$ cat config.mk
export PLATFORM = sky130hd
export DESIGN_NAME = ccbs_top
export DESIGN_NICKNAME = d
export VERILOG_FILES = /design/src/shared/ccbs_pkg.sv /design/src/hw/ccbs_sync.sv /design/src/hw/ccbs_top.sv
export SDC_FILE = /design/constraint.sdc
export NUM_CORES = 1
export LEC_CHECK = 0
export ABC_AREA = 0
export BUFFER_PORTS_ARGS = -buffer_cell sky130_fd_sc_hd__buf_2
export CAP_MARGIN = 0
export CORE_MARGIN = 3
export CORE_UTILIZATION = 28
export DETAILED_ROUTE_END_ITERATION = 6
export HOLD_SLACK_MARGIN = 0.03
export PLACE_DENSITY_LB_ADDON = 0.1
export SYNTH_ARGS = -nofsm -noshare
export SYNTH_HDL_FRONTEND = slang
export SYNTH_SLANG_ARGS = --single-unit
export TNS_END_PERCENT = 1
$ cat constraint.sdc
create_clock -name clk_i -period 4.24 [get_ports clk_i]
set_input_delay 0.848 -clock clk_i [delete_from_list [all_inputs] [get_ports clk_i]]
set_output_delay 0.848 -clock clk_i [all_outputs]
set_load 0.1 [all_outputs]
$ cat src/shared/ccbs_pkg.sv
package ccbs_pkg;
  localparam logic [15:0] CFG_LOW_ADDR = 16'h2018;
  localparam logic [15:0] CFG_HIGH_ADDR = 16'h201A;
  localparam logic [15:0] PROG_LOW_ADDR = 16'h0018;
  localparam logic [15:0] PROG_HIGH_ADDR = 16'h001A;
  localparam int PWRDN_EN_BIT = 0;
  localparam int BW_LO_BIT = 1;
  localparam int RC0_BIT = 4;
  localparam int RC1_BIT = 5;
  localparam int RC2_BIT = 1;
  localparam int BW_HI_BIT = 2;
  localparam int WDS_BIT = 3;
  localparam logic [7:0] CFG_ZERO_RESET = 8'h00;
  localparam logic [7:0] CFG_ONE_RESET = 8'h00;
  localparam logic [7:0] IDLE_PWRDN_OPERAND = 8'h02;
  localparam int SYNC_W = 3;
  localparam int SYNC_PROG = 0;
  localparam int SYNC_WIDTH = 1;
  localparam int SYNC_READY = 2;
  localparam logic [1:0] SETTLE_CYCLES = 2'h2;
  localparam logic [1:0] WMODE_16 = 2'h1;
  localparam logic [1:0] WMODE_8 = 2'h2;
  localparam logic [1:0] WMODE_PIN = 2'h3;

  typedef enum logic [2:0] {
    LD_SETTLE,
    LD_REQ_LOW,
    LD_WAIT_LOW,
    LD_REQ_HIGH,
    LD_WAIT_HIGH,
    LD_RUN
  } ccbs_load_type;

  typedef enum logic [1:0] {
    PH_IDLE,
    PH_ADDR,
    PH_DATA
  } ccbs_phase_type;

  typedef struct packed {
    logic [SYNC_W-1:0] meta;
    logic [SYNC_W-1:0] sync;
  } ccbs_sync_state_type;

  typedef struct packed {
    ccbs_load_type load;
    ccbs_phase_type phase;
    logic [1:0] settle;
    logic prog_sel;
    logic [7:0] cfg_zero;
    logic [7:0] cfg_one;
    logic loaded;
    logic illegal;
    logic nv_rd;
    logic [15:0] nv_addr;
    logic bus16;
    logic busy;
    logic wait_st;
    logic done;
    logic [1:0] wait_cnt;
    logic wdt_always;
    logic powerdown;
  } ccbs_state_type;
endpackage : ccbs_pkg

$ cat src/hw/ccbs_sync.sv
`timescale 1ns/1ps
`default_nettype none
module ccbs_sync (
  input wire logic clk_i,
  input wire logic rst_i,
  input wire logic [ccbs_pkg::SYNC_W-1:0] async_i,
  output logic [ccbs_pkg::SYNC_W-1:0] sync_o
);
  ccbs_pkg::ccbs_sync_state_type r;
  ccbs_pkg::ccbs_sync_state_type n;

  // The first stage feeds only the second stage.
  always_comb begin
    n = r;
    n.meta = async_i;
    n.sync = r.meta;
  end

  always_ff @(posedge clk_i or posedge rst_i) begin
    if (rst_i) begin
      r <= '0;
    end else begin
      r <= n;
    end
  end

  assign sync_o = r.sync;
endmodule : ccbs_sync
`default_nettype wire

$ cat src/hw/ccbs_top.sv
`timescale 1ns/1ps
`default_nettype none
module ccbs_top (
  input wire logic clk_i,
  input wire logic rst_i,
  input wire logic prog_entry_i,
  input wire logic width_sel_i,
  input wire logic ready_i,
  input wire logic [7:0] nv_data_i,
  input wire logic nv_valid_i,
  input wire logic cycle_req_i,
  input wire logic idle_pwrdn_req_i,
  input wire logic [7:0] idle_pwrdn_operand_i,
  input wire logic wake_i,
  output logic nv_rd_o,
  output logic [15:0] nv_addr_o,
  output logic [7:0] cfg_zero_o,
  output logic [7:0] cfg_one_o,
  output logic cfg_loaded_o,
  output logic cfg_illegal_o,
  output logic bus16_o,
  output logic cycle_busy_o,
  output logic wait_state_o,
  output logic cycle_done_o,
  output logic wdt_always_o,
  output logic powerdown_o
);
  ccbs_pkg::ccbs_state_type r;
  ccbs_pkg::ccbs_state_type n;
  logic [ccbs_pkg::SYNC_W-1:0] pins_s;
  logic prog_s;
  logic width_s;
  logic ready_s;
  logic [1:0] wmode;
  logic [1:0] wait_lim;
  logic wait_unlim;

  // Pins come from outside the clock domain, so all three pass two flops.
  ccbs_sync u_sync (
    .clk_i(clk_i),
    .rst_i(rst_i),
    .async_i({ready_i, width_sel_i, prog_entry_i}),
    .sync_o(pins_s)
  );

  assign prog_s = pins_s[ccbs_pkg::SYNC_PROG];
  assign width_s = pins_s[ccbs_pkg::SYNC_WIDTH];
  assign ready_s = pins_s[ccbs_pkg::SYNC_READY];

  function automatic logic [1:0] width_bits(input logic [7:0] z, input logic [7:0] o);
    width_bits = {o[ccbs_pkg::BW_HI_BIT], z[ccbs_pkg::BW_LO_BIT]};
  endfunction : width_bits

  function automatic logic [2:0] ready_bits(input logic [7:0] z, input logic [7:0] o);
    ready_bits = {o[ccbs_pkg::RC2_BIT], z[ccbs_pkg::RC1_BIT], z[ccbs_pkg::RC0_BIT]};
  endfunction : ready_bits

  function automatic logic cfg_bad(input logic [7:0] z, input logic [7:0] o);
    logic [2:0] rb;
    rb = ready_bits(z, o);
    cfg_bad = (width_bits(z, o) == 2'h0) || (!rb[2] && (rb[1:0] != 2'h0));
  endfunction : cfg_bad

  // Illegal width falls back to fixed 8-bit; illegal ready falls back to zero waits.
  always_comb begin
    case (width_bits(r.cfg_zero, r.cfg_one))
      2'h1: wmode = ccbs_pkg::WMODE_16;
      2'h3: wmode = ccbs_pkg::WMODE_PIN;
      default: wmode = ccbs_pkg::WMODE_8;
    endcase
    wait_unlim = 1'b0;
    case (ready_bits(r.cfg_zero, r.cfg_one))
      3'h4: wait_lim = 2'h1;
      3'h5: wait_lim = 2'h2;
      3'h6: wait_lim = 2'h3;
      3'h7: begin
        wait_lim = 2'h0;
        wait_unlim = 1'b1;
      end
      default: wait_lim = 2'h0;
    endcase
  end

  always_comb begin
    n = r;
    n.nv_rd = 1'b0;
    n.done = 1'b0;
    // Load sequence; the configuration registers have no software port at all.
    case (r.load)
      ccbs_pkg::LD_SETTLE: begin
        // The programming-entry strap is caught only once the synchroniser has filled.
        if (r.settle == ccbs_pkg::SETTLE_CYCLES) begin
          n.prog_sel = prog_s;
          n.load = ccbs_pkg::LD_REQ_LOW;
        end else begin
          n.settle = r.settle + 2'h1;
        end
      end
      ccbs_pkg::LD_REQ_LOW: begin
        n.nv_rd = 1'b1;
        n.nv_addr = r.prog_sel ? ccbs_pkg::PROG_LOW_ADDR : ccbs_pkg::CFG_LOW_ADDR;
        n.load = ccbs_pkg::LD_WAIT_LOW;
      end
      ccbs_pkg::LD_WAIT_LOW: begin
        if (nv_valid_i) begin
          n.cfg_zero = nv_data_i;
          n.load = ccbs_pkg::LD_REQ_HIGH;
        end
      end
      ccbs_pkg::LD_REQ_HIGH: begin
        n.nv_rd = 1'b1;
        n.nv_addr = r.prog_sel ? ccbs_pkg::PROG_HIGH_ADDR : ccbs_pkg::CFG_HIGH_ADDR;
        n.load = ccbs_pkg::LD_WAIT_HIGH;
      end
      ccbs_pkg::LD_WAIT_HIGH: begin
        if (nv_valid_i) begin
          n.cfg_one = nv_data_i;
          n.loaded = 1'b1;
          n.illegal = cfg_bad(r.cfg_zero, nv_data_i);
          n.wdt_always = !nv_data_i[ccbs_pkg::WDS_BIT];
          n.load = ccbs_pkg::LD_RUN;
        end
      end
      ccbs_pkg::LD_RUN: begin
        n.load = ccbs_pkg::LD_RUN;
      end
      default: n.load = ccbs_pkg::LD_SETTLE;
    endcase
    // Bus cycle: address phase, then data phase stretched by wait states.
    case (r.phase)
      ccbs_pkg::PH_IDLE: begin
        if (cycle_req_i) begin
          n.busy = 1'b1;
          n.wait_cnt = 2'h0;
          n.phase = ccbs_pkg::PH_ADDR;
        end
      end
      ccbs_pkg::PH_ADDR: begin
        // The width pin is looked at only now, once the address is out.
        if (!r.loaded) begin
          n.bus16 = 1'b0;
        end else if (wmode == ccbs_pkg::WMODE_PIN) begin
          n.bus16 = width_s;
        end else begin
          n.bus16 = (wmode == ccbs_pkg::WMODE_16);
        end
        n.phase = ccbs_pkg::PH_DATA;
      end
      ccbs_pkg::PH_DATA: begin
        // Unlimited mode relies on outside logic raising ready in time.
        if (ready_s || (!wait_unlim && r.wait_cnt == wait_lim)) begin
          n.done = 1'b1;
          n.busy = 1'b0;
          n.wait_st = 1'b0;
          n.phase = ccbs_pkg::PH_IDLE;
        end else begin
          n.wait_st = 1'b1;
          n.wait_cnt = r.wait_cnt + 2'h1;
        end
      end
      default: n.phase = ccbs_pkg::PH_IDLE;
    endcase
    // Powerdown request; the set wins over a wake in the same cycle.
    if (wake_i) begin
      n.powerdown = 1'b0;
    end
    if (idle_pwrdn_req_i && idle_pwrdn_operand_i == ccbs_pkg::IDLE_PWRDN_OPERAND && r.loaded
        && r.cfg_zero[ccbs_pkg::PWRDN_EN_BIT]) begin
      n.powerdown = 1'b1;
    end
  end

  always_ff @(posedge clk_i or posedge rst_i) begin
    if (rst_i) begin
      r <= '0;
      r.load <= ccbs_pkg::LD_SETTLE;
      r.phase <= ccbs_pkg::PH_IDLE;
      r.cfg_zero <= ccbs_pkg::CFG_ZERO_RESET;
      r.cfg_one <= ccbs_pkg::CFG_ONE_RESET;
    end else begin
      r <= n;
    end
  end

  assign nv_rd_o = r.nv_rd;
  assign nv_addr_o = r.nv_addr;
  assign cfg_zero_o = r.cfg_zero;
  assign cfg_one_o = r.cfg_one;
  assign cfg_loaded_o = r.loaded;
  assign cfg_illegal_o = r.illegal;
  assign bus16_o = r.bus16;
  assign cycle_busy_o = r.busy;
  assign wait_state_o = r.wait_st;
  assign cycle_done_o = r.done;
  assign wdt_always_o = r.wdt_always;
  assign powerdown_o = r.powerdown;
endmodule : ccbs_top
`default_nettype wire

==> reports/qor.csv <==
stage,metric,value,unit
drt,DR vias,1222,
timing,Max Slew Vio Count,0,
status,status,"complete, no violations",
drt,Pre-antenna DRT Iters,4,
layout,fillers,698,
timing,Worst slew margin,38.6,%
drt,vias per cell,4.09,
drt,Post-DRT Antenna Nets,0,
clock_tree,Setup Buffers After CTS,0,
yosys,Synth Instances,170,
floorplan,Die Y,90.0,um
layout,Post-Layout Cell Count,299,
clock_tree,CTS resizes,0,
drt,routed len/inst,12.2,um
critical_path,Worst Setup Start Kind,flop,
yosys,Mapped Area,0.00197,sq mm
clock_tree,clock sink count,44,
place,post-DP HPWL,2.66,mm
clock_tree,Root Driver,clkbuf_8,
layout,nets,231,
floorplan,die footprint,0.00809,sq mm
clock_tree,maximum level of the CTS H-tree,2,
yosys,cell taking the most area after synthesis,dfrtp_1,
timing,Final setup viols,0,
place,"Cell Area, Placed",0.00214,sq mm
floorplan,Core Box Area,0.00660,sq mm
yosys,synth cell count leaders,"44 x dfrtp_1, 32 x buf_4, 17 x mux2_2",
clock_tree,"CTS clk-pin slew, worst paths",80,ps
yosys,Unique masters post-synth,35,
layout,synthesis-to-finish area growth,12.9,%
yosys,"Async S/R FF share, synth",100,%
yosys,total number of yosys warnings,0,
timing,"Hold Vio Cnt, Final",0,
critical_path,Critical Path RT,3390,ps
timing,unrepaired setup endpoints after global routing,no,
critical_path,Crit path buffers/inverters,1,
critical_path,critical path's top delay family,buffers and inverters,
floorplan,Initial Utilization,29.9,%
yosys,main area contributors after synthesis,"dfrtp_1 56%, buf_4 12%, mux2_2 9.7%",
drt,Iter 0 DRT Violations,35,
critical_path,data arrival time of the worst path,1240,ps
layout,number of inserted diodes,0,
critical_path,CP Class,reg -> out,
timing,min Tclk post-route,2090,ps
critical_path,"slowest stage delay, CP",480,ps
global_routing,largest net degree at the start of global routing,45,
global_routing,Congestion Overflow GR,0,
timing,Max Fclk,0.480,GHz
yosys,#FFs+latches synth,44,
global_routing,Tot GR Track Use,9.81,%
clock_tree,hold buffer count at CTS,0,
clock_tree,CTS Buffer Depth,2,
yosys,ys flop type,dfrtp_1,
yosys,Syn Area/Cell,11.6,sq um
yosys,Synth top area share,55.8,%
critical_path,CP Max Fanout,6,
place,Port Buffers,53,
place,GPL Wtd Cong,0.807,
place,dpl cells,291,
clock_tree,"Clk Latency, worst-skew pair",290,ps
timing,Worst Tran Pin Value,920,ps
critical_path,CP cell instances,buf_2,
global_routing,antenna violations before repair,0,
yosys,Post-synth EDFFs,0,
layout,layout cells sized above 1,40.3,%
global_routing,vias in the first global route,1342,
timing,worst clock skew,5.28,ps
drt,Routed WL,3.64,mm
floorplan,Die X,90.0,um
timing,TNS Setup,0,ps
yosys,"count leader, synth",dfrtp_1,
global_routing,first-pass GRT wire length,6.39,mm
run,Max Cap Viol,0,
hold_path,worst hold-check path type,reg -> reg,
floorplan,FP Rows,29,
clock_tree,CTS tree,built,
critical_path,"reg-to-reg slack, setup",2460,ps
critical_path,CP max stage cell,buf_2,
critical_path,CP Capture Type,output port,
drt,# DRC,0,
timing,period utilization,49.2,%
clock_tree,CTS buffer count,5,
layout,design area,0.00223,sq mm
floorplan,Boundary Pins,66,
yosys,post-synthesis sequential area ratio,55.8,%
area by class of cell:
cell class              count  area (sq um)  share of cell area, %
flip-flops and latches     44          1100                   49.4
inverters                   8          30.0                   1.35
repair buffers             53           265                   11.9
clock buffers               8          90.1                   4.04
well taps                  93           116                   5.22
multi-input cells          93           627                   28.1
cells by family (layout without fill, tap and decap cells):
group / count (synthesis) / in the layout / synth area share (%)
multiplexers: 19 / 19 / 10.7
AND/OR/NAND/NOR: 43 / 43 / 12.2
AO/OA/AOI/OAI: 15 / 15 / 4.63
XOR/XNOR: 3 / 3 / 1.33
adder cells (fa/ha/maj): 1 / 1 / 0.634
buffers and inverters: 44 / 69 / 14.6
flip-flops: 44 / 44 / 55.8
other: 1 / 12 / 0.190
through the flow:
step	util (%)	setup WS, ps	hold WS [ps]
2_1_floorplan	-	2360	331
3_3_place_gp	32.4	1990	334
3_5_place_dp	32.4	1940	336
4_1_cts	33.8	2130	353
5_1_grt	33.8	2070	358
6_report	33.8	2150	353
cell usage in the layout, fill, tap and decap left out, drive strengths merged, types with 3 or more instances in the layout:
cell type,Yosys,layout
o21ai,6,6
nor2,6,6
conb,1,12
nand2b,4,4
nand2,14,14
mux2,17,17
clkbuf,2,8
a21oi,3,3
nor3,5,5
inv,8,8
dfrtp,44,44
buf,34,53
flip-flops by register name, summed over array words and instances, names as in the netlist:
register / count
u_sync.n: 3
powerdown_o: 1
cfg_zero_o: 8
u_sync.sync_o: 3
nv_addr_o: 3
r: 10
cfg_loaded_o: 1
cycle_busy_o: 1
wdt_always_o: 1
nv_rd_o: 1
cfg_illegal_o: 1
bus16_o: 1
cycle_done_o: 1
cfg_one_o: 8
wait_state_o: 1
routing by layer:
| metal | wire [um] | global-route usage (%) | up-vias |
|---|---|---|---|
| met3 | 201 | 3.01 | 4 |
| met1 | 1650 | 11.4 | 583 |
| met4 | 48 | 4.59 | 0 |
| met5 | 0 | 0 | - |
| met2 | 1740 | 16.5 | 40 |
| li1 | - | - | 595 |
path summary, 6_finish.rpt:
| path | start | endpoint | cells after the start |
|---|---|---|---|
| min reg2reg | u_sync.n[0] | u_sync.sync_o[0] | 0 |
| min | u_sync.n[0] | u_sync.sync_o[0] | 0 |
| max reg2reg | r[48] | cfg_one_o[1] | 2 |
| max | cfg_zero_o[5] | cfg_zero_o[5] | 1 |
| max in group asynchronous | rst_i | cfg_zero_o[5] | 2 |
| min in group asynchronous | rst_i | r[47] | 2 |
Power is not shown: default switching activity piles up to over one toggle a cycle in this logic, so the estimate is an artifact.
